==> src/rtl/usbe_pkg.sv <==
package usbe_pkg;
  // ---------------------------------------------------------------
  // Device register offsets
  // ---------------------------------------------------------------
  localparam logic [7:0] ADR_PRESC = 8'hE1;
  localparam logic [7:0] ADR_TX1DATA = 8'hE6;
  localparam logic [7:0] ADR_TX0DATA = 8'hE7;
  localparam logic [7:0] ADR_EVSTAT = 8'hE8;
  localparam logic [7:0] ADR_EVEN = 8'hE9;
  localparam logic [7:0] ADR_TX0CTL = 8'hEA;
  localparam logic [7:0] ADR_TX1CTL = 8'hEB;
  localparam logic [7:0] ADR_EPCTL = 8'hEC;
  localparam logic [7:0] ADR_RXSTAT = 8'hED;
  localparam logic [7:0] ADR_FADDR = 8'hEE;
  localparam logic [7:0] ADR_RXDATA = 8'hEF;
  localparam logic [7:0] RST_VAL = 8'h00;
  localparam logic [7:0] EPCTL_MASK = 8'h1F;
  // ---------------------------------------------------------------
  // Bit positions
  // ---------------------------------------------------------------
  localparam int B_TOGGLE = 7;
  localparam int B_SELECT = 6;
  localparam int B_EP0_FORCED_STALL = 6;
  localparam int B_TXEN = 5;
  localparam int B_WAKE = 4;
  localparam int B_RXEN = 4;
  localparam int B_AUTOOUT = 4;
  localparam int B_EP2EN = 3;
  localparam int B_EP1EN = 2;
  localparam int B_EP2STALL = 1;
  localparam int B_EP1STALL = 0;
  localparam int B_RXTOG = 7;
  localparam int B_SETUP = 6;
  localparam int B_IN = 5;
  localparam int B_OUT = 4;
  localparam int B_SUSP = 7;
  localparam int B_TX0DONE = 4;
  localparam int B_RX0DONE = 3;
  localparam int B_TX1DONE = 2;
  localparam int B_RESUME = 0;
  // ---------------------------------------------------------------
  // Packet identifiers
  // ---------------------------------------------------------------
  localparam logic [3:0] PID_OUT = 4'h1;
  localparam logic [3:0] PID_IN = 4'h9;
  localparam logic [3:0] PID_SETUP = 4'hD;
  localparam logic [3:0] PID_DATA0 = 4'h3;
  localparam logic [3:0] PID_DATA1 = 4'hB;
  localparam logic [3:0] PID_ACK = 4'h2;
  localparam logic [3:0] PID_NAK = 4'hA;
  localparam logic [3:0] PID_STALL = 4'hE;
  localparam logic [3:0] EP_ZERO = 4'h0;
  localparam logic [3:0] EP_ONE = 4'h1;
  localparam logic [3:0] EP_TWO = 4'h2;
  // ---------------------------------------------------------------
  // Timing
  // ---------------------------------------------------------------
  localparam int USB_HZ = 6_000_000;
  localparam int SUSP_US = 3000;
  localparam int SUSP_TICKS = SUSP_US * (USB_HZ / 1_000_000);
  localparam int ANS_WAIT = 4000;
  // ---------------------------------------------------------------
  // Host controller registers
  // ---------------------------------------------------------------
  localparam logic [7:0] H_CMD = 8'h00;
  localparam logic [7:0] H_TXD = 8'h04;
  localparam logic [7:0] H_STAT = 8'h08;
  localparam logic [7:0] H_RXD = 8'h0C;
  localparam int C_EP_LSB = 4;
  localparam int C_CNT_LSB = 8;
  localparam int C_TOG = 12;

  typedef struct packed {
    logic v;
    logic last;
    logic empty;
    logic [3:0] pid;
    logic [3:0] ep;
    logic [7:0] b;
  } usbe_beat_t;

  function automatic logic [3:0] cnt_of(input logic [7:0] r);
    cnt_of = r[3:0];
  endfunction

  function automatic usbe_beat_t hsk(input logic [3:0] pid);
    hsk = '{v: 1'b1, last: 1'b1, empty: 1'b1, pid: pid,
            ep: EP_ZERO, b: RST_VAL};
  endfunction
endpackage

==> src/rtl/usbe_link_if.sv <==
`timescale 1ns/1ps
interface usbe_link_if;
  usbe_pkg::usbe_beat_t h;
  usbe_pkg::usbe_beat_t d;
  logic h_ready;
  logic k_state;
  modport dev(input h, output d, output h_ready, output k_state);
  modport hst(output h, input d, input h_ready, input k_state);
endinterface

==> src/rtl/usbe_device.sv <==
// How it works
// - Shared toggle picks DATA0 or DATA1
// - Select bit: shared buffer to endpoint 1/2
// - Endpoint 2 IN NAKed when select says 0
// - Shared IN NAKed if disabled or done
// - Software arms enable, clears when finished
// - Wakeup bit drives K; software times it
// - Wakeup never sets resume detect flag
// - Low nibble holds shared byte count
// - Auto status answers control read OUT
// - Endpoint enables at bits 3 and 2
// - Forced stalls at bits 1 and 0
// - Receive toggle compared with data PID
// - SETUP token to endpoint 0 sets setup status bit
// - IN and OUT tokens to endpoint 0 set status bits
// - Receive byte count in low nibble
// - Prescaler divides halved clock to USB rate
// - Prescaler values 0 to 255 supported
// - Done flag set on ACK, software clears
// - Forced stall answers IN and OUT
// - Activity while suspended sets resume flag
`timescale 1ns/1ps
module usbe_device #(
  parameter int BUF_DEPTH = 8,
  parameter int SUSP_TICKS = usbe_pkg::SUSP_TICKS
) (
  input wire logic core_clk,
  input wire logic nrst,
  input wire logic [7:0] sfr_addr,
  input wire logic sfr_wr,
  input wire logic sfr_rd,
  input wire logic [7:0] sfr_wdata,
  output logic [7:0] sfr_rdata,
  usbe_link_if.dev lnk
);
  localparam int AW = $clog2(BUF_DEPTH);

  generate
    if (BUF_DEPTH < 2 || BUF_DEPTH > 16 || (1 << AW) != BUF_DEPTH ||
        SUSP_TICKS < 2 || SUSP_TICKS > 65535) begin : g_bad
      $error("usbe_device: unsupported parameters");
    end
  endgenerate

  typedef enum logic [1:0] {ST_IDLE, ST_RX, ST_TX, ST_WACK} usbe_dst_t;

  typedef struct packed {
    usbe_dst_t st;
    logic [7:0] presc;
    logic [7:0] tx0last;
    logic [7:0] tx1last;
    logic [7:0] evst;
    logic [7:0] even;
    logic [7:0] ctl0;
    logic [7:0] ctl1;
    logic [7:0] ctl2;
    logic [7:0] rxst;
    logic [7:0] faddr;
    logic [7:0] rdata;
    logic [BUF_DEPTH-1:0][7:0] buf0;
    logic [BUF_DEPTH-1:0][7:0] buf1;
    logic [BUF_DEPTH-1:0][7:0] rbuf;
    logic [AW-1:0] wp0;
    logic [AW-1:0] wp1;
    logic [AW-1:0] rp;
    logic [3:0] idx;
    logic [3:0] cnt;
    logic [3:0] tok;
    logic [3:0] dpid;
    logic shared;
    logic rtog;
    logic [15:0] idle;
    usbe_pkg::usbe_beat_t db;
  } usbe_dev_t;

  usbe_dev_t s, n;
  logic tick;

  usbe_tick_div #(.W(8)) u_div (
    .core_clk(core_clk),
    .nrst(nrst),
    .presc(s.presc),
    .tick(tick)
  );

  always_comb begin
    n = s;
    n.db = '0;
    // -------------------------------------------------------------
    // Register reads
    // -------------------------------------------------------------
    if (sfr_rd) begin
      case (sfr_addr)
        usbe_pkg::ADR_PRESC: n.rdata = s.presc;
        usbe_pkg::ADR_TX1DATA: n.rdata = s.tx1last;
        usbe_pkg::ADR_TX0DATA: n.rdata = s.tx0last;
        usbe_pkg::ADR_EVSTAT: n.rdata = s.evst;
        usbe_pkg::ADR_EVEN: n.rdata = s.even;
        usbe_pkg::ADR_TX0CTL: n.rdata = s.ctl0;
        usbe_pkg::ADR_TX1CTL: n.rdata = s.ctl1;
        usbe_pkg::ADR_EPCTL: n.rdata = s.ctl2 & usbe_pkg::EPCTL_MASK;
        usbe_pkg::ADR_RXSTAT: n.rdata = s.rxst;
        usbe_pkg::ADR_FADDR: n.rdata = s.faddr;
        usbe_pkg::ADR_RXDATA: begin
          n.rdata = s.rbuf[s.rp];
          n.rp = s.rp + 1'b1;
        end
        default: n.rdata = usbe_pkg::RST_VAL;
      endcase
    end
    // -------------------------------------------------------------
    // Register writes
    // -------------------------------------------------------------
    if (sfr_wr) begin
      case (sfr_addr)
        usbe_pkg::ADR_PRESC: n.presc = sfr_wdata;
        usbe_pkg::ADR_TX1DATA: begin
          n.tx1last = sfr_wdata;
          n.buf1[s.wp1] = sfr_wdata;
          n.wp1 = s.wp1 + 1'b1;
        end
        usbe_pkg::ADR_TX0DATA: begin
          n.tx0last = sfr_wdata;
          n.buf0[s.wp0] = sfr_wdata;
          n.wp0 = s.wp0 + 1'b1;
        end
        usbe_pkg::ADR_EVSTAT: begin
          n.evst = sfr_wdata;
          n.evst[usbe_pkg::B_SUSP] = s.evst[usbe_pkg::B_SUSP];
        end
        usbe_pkg::ADR_EVEN: n.even = sfr_wdata;
        usbe_pkg::ADR_TX0CTL: begin
          n.ctl0 = sfr_wdata;
          n.wp0 = '0;
        end
        usbe_pkg::ADR_TX1CTL: begin
          n.ctl1 = sfr_wdata;
          n.wp1 = '0;
        end
        usbe_pkg::ADR_EPCTL: n.ctl2 = sfr_wdata & usbe_pkg::EPCTL_MASK;
        usbe_pkg::ADR_RXSTAT:
          n.rxst[usbe_pkg::B_RXTOG] = sfr_wdata[usbe_pkg::B_RXTOG];
        usbe_pkg::ADR_FADDR: n.faddr = sfr_wdata;
        default: ;
      endcase
    end
    // -------------------------------------------------------------
    // Suspend and resume, after writes so hardware sets win
    // -------------------------------------------------------------
    if (tick) begin
      if (lnk.h.v) begin
        n.idle = '0;
        if (s.evst[usbe_pkg::B_SUSP]) begin
          n.evst[usbe_pkg::B_RESUME] = 1'b1;
          n.evst[usbe_pkg::B_SUSP] = 1'b0;
        end
      end else if (s.idle == 16'(SUSP_TICKS - 1)) begin
        n.evst[usbe_pkg::B_SUSP] = 1'b1;
      end else begin
        n.idle = s.idle + 16'h0001;
      end
    end
    // -------------------------------------------------------------
    // Transaction engine, one step per USB tick
    // -------------------------------------------------------------
    if (tick) begin
      case (s.st)
        ST_IDLE: begin
          if (lnk.h.v) begin
            n.tok = lnk.h.pid;
            n.dpid = lnk.h.ep;
            n.idx = '0;
            if (lnk.h.ep == usbe_pkg::EP_ZERO) begin
              n.rxst[usbe_pkg::B_SETUP] = lnk.h.pid == usbe_pkg::PID_SETUP;
              n.rxst[usbe_pkg::B_IN] = lnk.h.pid == usbe_pkg::PID_IN;
              n.rxst[usbe_pkg::B_OUT] = lnk.h.pid == usbe_pkg::PID_OUT;
            end
            if (lnk.h.pid == usbe_pkg::PID_SETUP) begin
              n.st = ST_RX;
              if (lnk.h.ep == usbe_pkg::EP_ZERO) begin
                n.ctl0[usbe_pkg::B_EP0_FORCED_STALL] = 1'b0;
              end
            end else if (lnk.h.pid == usbe_pkg::PID_OUT) begin
              n.st = ST_RX;
            end else if (lnk.h.pid == usbe_pkg::PID_IN) begin
              if (lnk.h.ep == usbe_pkg::EP_ZERO) begin
                if (s.ctl0[usbe_pkg::B_EP0_FORCED_STALL]) begin
                  n.db = usbe_pkg::hsk(usbe_pkg::PID_STALL);
                end else if (!s.ctl0[usbe_pkg::B_TXEN] ||
                             s.evst[usbe_pkg::B_TX0DONE]) begin
                  n.db = usbe_pkg::hsk(usbe_pkg::PID_NAK);
                end else begin
                  n.st = ST_TX;
                  n.shared = 1'b0;
                  n.cnt = usbe_pkg::cnt_of(s.ctl0);
                  n.dpid = s.ctl0[usbe_pkg::B_TOGGLE] ?
                           usbe_pkg::PID_DATA1 : usbe_pkg::PID_DATA0;
                end
              end else if ((lnk.h.ep == usbe_pkg::EP_ONE &&
                            s.ctl2[usbe_pkg::B_EP1EN]) ||
                           (lnk.h.ep == usbe_pkg::EP_TWO &&
                            s.ctl2[usbe_pkg::B_EP2EN])) begin
                if (lnk.h.ep == usbe_pkg::EP_ONE ?
                    s.ctl2[usbe_pkg::B_EP1STALL] :
                    s.ctl2[usbe_pkg::B_EP2STALL]) begin
                  n.db = usbe_pkg::hsk(usbe_pkg::PID_STALL);
                end else if (!s.ctl1[usbe_pkg::B_TXEN] ||
                             s.evst[usbe_pkg::B_TX1DONE]) begin
                  n.db = usbe_pkg::hsk(usbe_pkg::PID_NAK);
                end else if (s.ctl1[usbe_pkg::B_SELECT] !=
                             (lnk.h.ep == usbe_pkg::EP_TWO)) begin
                  n.db = usbe_pkg::hsk(usbe_pkg::PID_NAK);
                end else begin
                  n.st = ST_TX;
                  n.shared = 1'b1;
                  n.cnt = usbe_pkg::cnt_of(s.ctl1);
                  n.dpid = s.ctl1[usbe_pkg::B_TOGGLE] ?
                           usbe_pkg::PID_DATA1 : usbe_pkg::PID_DATA0;
                end
              end
            end
          end
        end
        ST_RX: begin
          if (lnk.h.v) begin
            n.rtog = lnk.h.pid == usbe_pkg::PID_DATA1;
            if (!lnk.h.empty) begin
              n.rbuf[s.idx[AW-1:0]] = lnk.h.b;
              n.idx = s.idx + 4'h1;
            end
            if (lnk.h.last) begin
              n.st = ST_IDLE;
              if (s.dpid != usbe_pkg::EP_ZERO) begin
                if ((s.dpid == usbe_pkg::EP_ONE && s.ctl2[usbe_pkg::B_EP1EN]) ||
                    (s.dpid == usbe_pkg::EP_TWO && s.ctl2[usbe_pkg::B_EP2EN])) begin
                  n.db = usbe_pkg::hsk(
                    (s.dpid == usbe_pkg::EP_ONE ? s.ctl2[usbe_pkg::B_EP1STALL] :
                     s.ctl2[usbe_pkg::B_EP2STALL]) ?
                    usbe_pkg::PID_STALL : usbe_pkg::PID_NAK);
                end
              end else if (s.tok != usbe_pkg::PID_SETUP &&
                           s.ctl0[usbe_pkg::B_EP0_FORCED_STALL]) begin
                n.db = usbe_pkg::hsk(usbe_pkg::PID_STALL);
              end else if (s.tok != usbe_pkg::PID_SETUP &&
                           s.ctl2[usbe_pkg::B_AUTOOUT] && lnk.h.empty &&
                           s.idx == 4'h0) begin
                n.db = usbe_pkg::hsk(usbe_pkg::PID_ACK);
              end else if (s.tok != usbe_pkg::PID_SETUP &&
                           (!s.ctl0[usbe_pkg::B_RXEN] ||
                            s.evst[usbe_pkg::B_RX0DONE])) begin
                n.db = usbe_pkg::hsk(usbe_pkg::PID_NAK);
              end else begin
                n.db = usbe_pkg::hsk(usbe_pkg::PID_ACK);
                if (s.tok == usbe_pkg::PID_SETUP ||
                    n.rtog == s.rxst[usbe_pkg::B_RXTOG]) begin
                  n.evst[usbe_pkg::B_RX0DONE] = 1'b1;
                  n.rxst[3:0] = n.idx;
                  n.rp = '0;
                end
              end
            end
          end
        end
        ST_TX: begin
          n.db.v = 1'b1;
          n.db.pid = s.dpid;
          n.db.ep = usbe_pkg::EP_ZERO;
          n.db.empty = s.cnt == 4'h0;
          n.db.last = s.cnt == 4'h0 || s.idx == s.cnt - 4'h1;
          n.db.b = s.shared ? s.buf1[s.idx[AW-1:0]] : s.buf0[s.idx[AW-1:0]];
          n.idx = s.idx + 4'h1;
          if (n.db.last) begin
            n.st = ST_WACK;
          end
        end
        ST_WACK: begin
          if (lnk.h.v) begin
            n.st = ST_IDLE;
            if (lnk.h.pid == usbe_pkg::PID_ACK) begin
              if (s.shared) begin
                n.evst[usbe_pkg::B_TX1DONE] = 1'b1;
              end else begin
                n.evst[usbe_pkg::B_TX0DONE] = 1'b1;
              end
            end
          end
        end
        default: n.st = ST_IDLE;
      endcase
    end
  end

  always_ff @(posedge core_clk or negedge nrst) begin
    if (!nrst) begin
      s <= '0;
      s.st <= ST_IDLE;
    end else begin
      s <= n;
    end
  end

  assign sfr_rdata = s.rdata;
  assign lnk.d = s.db;
  assign lnk.h_ready = tick;
  assign lnk.k_state = s.ctl1[usbe_pkg::B_WAKE];
endmodule

==> src/rtl/usbe_tick_div.sv <==
`timescale 1ns/1ps
module usbe_tick_div #(
  parameter int W = 8
) (
  input wire logic core_clk,
  input wire logic nrst,
  input wire logic [W-1:0] presc,
  output logic tick
);
  typedef struct packed {
    logic [W:0] cnt;
    logic tick;
  } usbe_div_t;
  usbe_div_t s, n;

  // Period is 2 * (presc + 1) core cycles
  always_comb begin
    n = s;
    n.tick = 1'b0;
    if (s.cnt >= {presc, 1'b1}) begin
      n.cnt = '0;
      n.tick = 1'b1;
    end else begin
      n.cnt = s.cnt + 1'b1;
    end
  end

  always_ff @(posedge core_clk or negedge nrst) begin
    if (!nrst) begin
      s <= '0;
    end else begin
      s <= n;
    end
  end

  assign tick = s.tick;
endmodule

==> src/flat_wrapper.sv <==
// flat-port wrapper written by rule: the top's interface ports become plain ports
module usbe_device_flat 
#(
  parameter int BUF_DEPTH = 8,
  parameter int SUSP_TICKS = usbe_pkg::SUSP_TICKS
)
  (core_clk, nrst, sfr_addr, sfr_wr, sfr_rd, sfr_wdata, sfr_rdata, lnk_h, lnk_d, lnk_h_ready, lnk_k_state);
  usbe_link_if lnk_i ();
  input wire logic core_clk;
  input wire logic nrst;
  input wire logic [7:0] sfr_addr;
  input wire logic sfr_wr;
  input wire logic sfr_rd;
  input wire logic [7:0] sfr_wdata;
  output logic [7:0] sfr_rdata;
  input wire logic [$bits(lnk_i.h)-1:0] lnk_h;
  output wire logic [$bits(lnk_i.d)-1:0] lnk_d;
  output wire logic [$bits(lnk_i.h_ready)-1:0] lnk_h_ready;
  output wire logic [$bits(lnk_i.k_state)-1:0] lnk_k_state;
  assign lnk_i.h = lnk_h;
  assign lnk_d = lnk_i.d;
  assign lnk_h_ready = lnk_i.h_ready;
  assign lnk_k_state = lnk_i.k_state;
  usbe_device #(.BUF_DEPTH(BUF_DEPTH), .SUSP_TICKS(SUSP_TICKS)) u_core (.core_clk(core_clk), .nrst(nrst), .sfr_addr(sfr_addr), .sfr_wr(sfr_wr), .sfr_rd(sfr_rd), .sfr_wdata(sfr_wdata), .sfr_rdata(sfr_rdata), .lnk(lnk_i));
endmodule
==> config.mk <==
export PLATFORM = sky130hd
export DESIGN_NAME = usbe_device_flat
export DESIGN_NICKNAME = d
export VERILOG_FILES = /design/src/rtl/usbe_pkg.sv /design/src/rtl/usbe_link_if.sv /design/src/rtl/usbe_device.sv /design/src/rtl/usbe_tick_div.sv /design/src/flat_wrapper.sv
export SDC_FILE = /design/constraint.sdc
export NUM_CORES = 1
export LEC_CHECK = 0
export BUFFER_PORTS_ARGS = -buffer_cell sky130_fd_sc_hd__buf_2
export CELL_PAD_IN_SITES_DETAIL_PLACEMENT = 1
export CELL_PAD_IN_SITES_GLOBAL_PLACEMENT = 1
export CORE_MARGIN = 4
export CORE_UTILIZATION = 40
export CTS_CLUSTER_SIZE = 10
export DETAILED_ROUTE_END_ITERATION = 6
export GPL_TIMING_DRIVEN = 0
export PLACE_DENSITY_LB_ADDON = 0.12
export SLEW_MARGIN = 25
export SYNTH_ARGS = -nofsm -noshare
export SYNTH_HDL_FRONTEND = slang
export SYNTH_HIERARCHICAL = 1
export SYNTH_SLANG_ARGS = --single-unit
==> constraint.sdc <==
create_clock -name core_clk -period 3.03 [get_ports core_clk]
set_input_delay 0.303 -clock core_clk [delete_from_list [all_inputs] [get_ports core_clk]]
set_output_delay 0.303 -clock core_clk [all_outputs]
set_load 0.05 [all_outputs]
==> impl_metrics.ini, run 1 <==
[timing]
clock.fmax_mhz = 339
hold_viol_final = 0
slew_viol_final = 0
tns_ns = 0
min_period_ns = 2.95
fin_hold_ws_ns = 0.0368
setup_slack_ns = 0.0780
worst_pin_slew_ns = 1.06
setup_viol = 0
slew_headroom_pct = 29.3
period_share_pct = 97.4
fin_skew_ns = 0.0198
rsz0062_at_grt = false

[global_route]
grt_max_degree = 77
first_global_vias = 12865
met3_usage_pct = 3.16
grt_use_met2_pct = 35.9
antenna_found_initial = 1
track_usage_pct = 22.4
overflow = 0
grt.met1_usage_pct = 32.1
grt_pass1_wl_um = 80600
top_usage_layer = met2

[synth]
synth_top_area_share_pct = 50.2
synth-seq-cells = 346
synth_fa_ha_area_share_pct = 1.52
synth_edf_count = 0
synthMuxAreaShare_pct = 23.6
postSynthCellCount = 1436
synth_top_family_by_area = multiplexers
synth_area_leaders = dfrtp_1 50%, mux2_2 17%, mux4_2 3.8%, nand2_1 2.6%, mux2i_1 2.4%
synth-simple-area-share_pct = 11.2
synth-async-reset-ratio_pct = 100
yosysTopAreaCell = dfrtp_1
syn-cell-area_sq_um = 17300
synth-xor-area-share_pct = 1.45
synth_ff_type = dfrtp_1
ys_seq_area_share_pct = 50.2
synth_cell_type_count = 80
synth_warnings = 6
synth_compound_gate_area_share_pct = 8.01
avgSynthCellArea_sq_um = 12.0

[floorplanning]
die_w_um = 216
num_rows = 75
core_area_sq_um = 42300
dieArea_sq_um = 46500
num_io_pins = 68
start_util_pct = 40.8
die_h_um = 216

[clock_tree]
cts.sinks = 346
cts_tree = done
htreeDepth = 2
cts.root.buffer_cell = clkbuf_16
cts_buffer_depth = 3
cts.clk_slew.worst_paths_ns = 0.05
cts_made_buffers = 44
insertion_delay_ns = 0.56

[power]
p_leak_nw = 9.28
swShare_pct = 26.6
cell_internal_pwr_mw = 8.41
p_sw_mw = 3.05
peakVddDrop_mv = 0.524
seq_power_share_pct = 44.2
p_comb_share_pct = 12.1
p_clk_share_pct = 43.8
power.density_nw_per_um2 = 577

[route]
drc = 0
viasPerCell = 5.68
drt_pass1_iterations = 5
routed-via-count = 12228
post_drt_wl_per_cell_um = 24.2
ant_nets = 0
drtIter0Drc = 798
wirelength_um = 52200

[cells_and_area]
area_delta_synth_final_pct = 15.2
fin_nets = 1611
final_cell_mix = 346 x dfrtp_1, 267 x mux2_2, 121 x nand2_1
drive_above_1_share_pct = 31.5
fin_util_pct = 47.0
final_common_cell = dfrtp_1
diodes = 0

[worst_setup_path]
end_kind = register
arrival_ns = 3.39
start_kind = register
worstPathMaxFanout = 10
required_ns = 3.47
r2r_cells = 6
critical_path_class = reg -> reg

[place]
port_buffers = 56
gp_congestion = 0.835
place_hpwl_um = 36600
pre_cts_ws_ns = -0.535

[run]
cap_violations = 0

[run_status]
status = finished clean

[min_path]
hold_class = in -> reg
worstHoldPathCells = 3
state kept, by name, indices dropped and copies added (netlist names):
name	cells
u_core/sfr_rdata	8
u_core/u_div/s	9
u_core/lnk.k_state	1
u_core/s	312
u_core/lnk.d	15
u_core/u_div/tick	1
what timing repair did:
action | CTS | global route
endpoints found under the setup margin | 54 | 59
gates resized for setup | 9 | 10
pin swaps | 1 | 0
endpoints found under the hold margin | 76 | 0
buffers inserted | 2 | 0
hold buffers | 3 | 0
power groups by stage:
stage / combinational, mW / sequential [mW] / clock (mW)
6_report: 1.38 / 5.06 / 5.02
5_1_grt: 1.53 / 5.09 / 5.39
4_1_cts: 1.39 / 5.06 / 5.17
3_5_place_dp: 1.38 / 5.13 / 0
3_3_place_gp: 1.32 / 5.13 / 0
2_1_floorplan: 0.850 / 5.07 / 0
worst paths after layout:
check | slack, ns | to | from
max in group asynchronous | 1.15 | u_core/s[251] | nrst
setup reg to reg | 0.08 | u_core/s[108] | u_core/u_div/tick
setup / recovery | 0.08 | u_core/s[108] | u_core/u_div/tick
hold / removal | 0.04 | u_core/s[43] | lnk_h[14]
hold reg to reg | 0.48 | u_core/s[41] | u_core/s[41]
min in group asynchronous | 0.33 | u_core/s[29] | nrst
routing by layer:
layer / wire length (um) / up-vias
met2: 24800 / 259
met3: 2170 / 71
met5: 13 / -
met4: 1060 / 2
li1: - / 5442
met1: 24200 / 6454
layout make-up:
class / instances / area (sq um)
Inverter: 35 / 131
Clock buffer: 62 / 1300
Buffer: 112 / 572
Fill cell: 4491 / 22400
Tap cell: 577 / 722
Multi-Input combinational cell: 945 / 7960
Clock inverter: 7 / 71.3
Timing Repair Buffer: 67 / 460
Sequential cell: 346 / 8660
per-stage QoR:
stage / cells / power [mW] / cell area, sq um
after floorplan: 1439 / 5.92 / 17300
after global placement: 2072 / 6.45 / 18300
after detailed placement: 2078 / 6.51 / 18400
after CTS: 2152 / 11.6 / 19900
after global routing: 2151 / 12.0 / 19900
final: 2151 / 11.5 / 19900
critical path, cell delays in order, from the launching register on:
cell and delay [ns]:
dfrtp_1 0.42, clkbuf_1 0.42, nand2_1 0.43, nor2_2 0.43, nand2_1 0.21, nor2_2 0.52, mux2_2 0.41
logic make-up after synthesis:
| family | count (synthesis) |
|---|---|
| AND/OR/NAND/NOR | 353 |
| flip-flops | 346 |
| multiplexers | 338 |
| AO/OA/AOI/OAI | 202 |
| buffers and inverters | 148 |
| XOR/XNOR | 27 |
| adder cells (fa/ha/maj) | 21 |
| other | 1 |
synth_stat cells (12+ instances only):
library cell and n:
mux2i_1 42, nor2b_1 13, o22ai_1 16, inv_1 33, a22oi_1 18, mux2_2 267, ha_1 21, a21oi_1 34
mux4_2 29, nor3_1 12, and3_1 14, nand4_1 15, clkbuf_1 66, xor2_1 15, nand2_1 121, o21ai_0 43
nand3_1 26, nand2b_1 14, nor2_1 64, buf_4 29, dfrtp_1 346, a221oi_1 12
(Power assumes the default switching activity.)
==> run 2: changes to the inputs <==
--- a/config.mk
+++ b/config.mk
@@ -5,7 +5,8 @@
 export SDC_FILE = /design/constraint.sdc
 export NUM_CORES = 1
 export LEC_CHECK = 0
-export BUFFER_PORTS_ARGS = -buffer_cell sky130_fd_sc_hd__buf_2
+export ABC_AREA = 1
+export BUFFER_PORTS_ARGS = -buffer_cell sky130_fd_sc_hd__buf_4
 export CELL_PAD_IN_SITES_DETAIL_PLACEMENT = 1
 export CELL_PAD_IN_SITES_GLOBAL_PLACEMENT = 1
 export CORE_MARGIN = 4
@@ -19,3 +20,4 @@
 export SYNTH_HDL_FRONTEND = slang
 export SYNTH_HIERARCHICAL = 1
 export SYNTH_SLANG_ARGS = --single-unit
+export TNS_END_PERCENT = 50
==> run 2 against run 1 <==
- design area fell by 0.89%
- first-iteration DRC count rose by 1.3%
- combinational power rose by 41%
- sequential power rose by 2%
- critical endpoint is now u_core/lnk.d[6]
- largest cell class unchanged
==> impl_metrics.ini, run 2 <==
[route]
ant_nets = 0
drt_pass1_iterations = 5
drc = 0
post_drt_wl_per_cell_um = 20.6
drtIter0Drc = 808
wirelength_um = 56200
routed-via-count = 14605
viasPerCell = 5.37

[global_route]
first_global_vias = 15320
top_usage_layer = met2
met3_usage_pct = 3.30
antenna_found_initial = 1
track_usage_pct = 24.4
grt_max_degree = 91
grt_pass1_wl_um = 88800
grt.met1_usage_pct = 32.3
grt_use_met2_pct = 42.3
overflow = 0

[floorplanning]
dieArea_sq_um = 46000
num_io_pins = 68
die_h_um = 214
core_area_sq_um = 42000
start_util_pct = 40.5
num_rows = 75
die_w_um = 214

[cells_and_area]
final_cell_mix = 560 x nand2_1, 346 x dfrtp_1, 203 x o21ai_0
top_register = u_core/s
largest_reg_flops = 312
final_common_cell = nand2_1
area_delta_synth_final_pct = 15.6
fin_util_pct = 46.9
fin_nets = 2220
num-fill-cells = 5030
drive_above_1_share_pct = 12.5
final_area_sq_um = 19700

[synth]
postSynthCellCount = 2040
ys_seq_area_share_pct = 50.8
synth_area_leaders = dfrtp_1 51%, nand2_1 12%, o21ai_0 6.0%, nand3_1 3.7%, inv_1 3.3%
synth_ff_type = dfrtp_1
syn-cell-area_sq_um = 17000
synth_common_cells = 560 x nand2_1, 346 x dfrtp_1, 203 x o21ai_0, 150 x inv_1, 150 x nor2_1
synth_edf_count = 0
synth-seq-cells = 346
synth_cell_type_count = 47
synth-async-reset-ratio_pct = 100
synth_top_area_share_pct = 50.8
yosysTopAreaCell = dfrtp_1
post-synth-top-count-cell = nand2_1
avgSynthCellArea_sq_um = 8.36
synth_warnings = 6

[timing]
clock.fmax_mhz = 359
slew_viol_final = 0
tns_ns = 0
rsz0062_at_grt = false
worst_pin_slew_ns = 1.12
setup_viol = 0
fin_skew_ns = 0.0183
slew_headroom_pct = 25.2
period_share_pct = 91.8
min_period_ns = 2.78
hold_viol_final = 0

[place]
dpl_cell_area_sq_um = 18300
gp_congestion = 0.892
place_hpwl_um = 41300
port_buffers = 59

[clock_tree]
cts_buffer_depth = 3
cts_tree = done
htreeDepth = 2
insertion_delay_ns = 0.58
ctsResizeCount = 0
cts.sinks = 346
cts_setup_buffers = 0
cts.root.buffer_cell = clkbuf_16
cts.clk_slew.worst_paths_ns = 0.06
cts_made_buffers = 43

[min_path]
worstHoldPathCells = 3
hold_class = in -> reg

[run_status]
status = finished clean

[run]
cap_violations = 0

[worst_setup_path]
end_kind = register
worstPathMaxFanout = 10
r2r_cells = 8
arrival_ns = 3.26
required_ns = 3.51
start_kind = register
critical_path_class = reg -> reg

[power]
peakVddDrop_mv = 0.365
p_leak_nw = 9.37
power.density_nw_per_um2 = 609
-- run 2: changes by cell type after synthesis, sizes merged, moves of 103 or more --
cell   previous run  this run
nand2           121       577
o21ai            45       335
mux2            267         0
inv              34       154
nor2             65       174
nand3            26       129
-- run 2: what timing repair did --
action                     in CTS  in global routing
setup endpoints to repair       0                  0
hold endpoints to repair      190                  0
hold buffers                    9                  0
-- run 2: through the flow --
step | hold slack (ns) | setup slack [ns] | power [mW] | std cells
3_3_place_gp | 0.461 | -1.77 | 7.10 | 2641
3_5_place_dp | 0.174 | 0.360 | 7.19 | 2645
4_1_cts | 0.0314 | 0.339 | 12.1 | 2721
6_report | 0.0565 | 0.247 | 12.0 | 2722
5_1_grt | 0.0659 | 0.122 | 12.6 | 2722
2_1_floorplan | 0.00741 | 1.13 | 6.41 | 2043
-- run 2: logic make-up after synthesis --
family          Yosys count  synth area share (%)
xor+xnor                 13                 0.668
compound gates          433                  14.8
buf+inv                 271                  7.34
fa+ha+maj                21                  1.54
simple gates            955                  24.8
other cells               1                0.0220
flops                   346                  50.8
-- run 2: worst max-delay path: stages, from the launching register on --
cell	delay, ns
dfrtp_1	0.35
buf_2	0.21
inv_1	0.16
nor3_2	0.78
clkbuf_1	0.50
a21oi_1	0.17
nand3_1	0.15
o31ai_1	0.13
nor2_1	0.23
-- run 2: layout make-up --
cell class	instances	area (sq um)	area share (%)
diodes	1	2.50	0.0127
plain buffers	112	652	3.31
clock buffers	64	1290	6.53
clock inverters	3	30.0	0.152
inverters	159	599	3.04
multi-input cells	1426	7150	36.3
flip-flops and latches	346	8660	43.9
well taps	539	674	3.42
repair buffers	72	651	3.30
-- run 2: power by group --
part           leakage (nW)  internal [mW]  total, mW  switching (mW)
registers              4.67           4.93       5.17           0.245
clock network         0.647           2.90       4.88            1.98
logic                  4.05          0.550       1.95            1.40
total                  9.37           8.38       12.0            3.62
-- run 2: final timing paths --
| check | end | startpoint | slack [ns] |
|---|---|---|---|
| max in group asynchronous | u_core/sfr_rdata[4] | nrst | 1.72 |
| min | u_core/s[43] | lnk_h[14] | 0.06 |
| min in group asynchronous | u_core/s[29] | nrst | 0.17 |
| max reg2reg | u_core/lnk.d[6] | u_core/s[50] | 0.25 |
| min reg2reg | u_core/s[108] | u_core/s[108] | 0.48 |
| max | u_core/lnk.d[6] | u_core/s[50] | 0.25 |
-- run 2: routing by layer --
metal  share of wire (%)  vias up
li1                    -     6930
met1                  44     7354
met2                  50      238
met3                 3.3       83
met4                 2.6        0
met5                   0        -
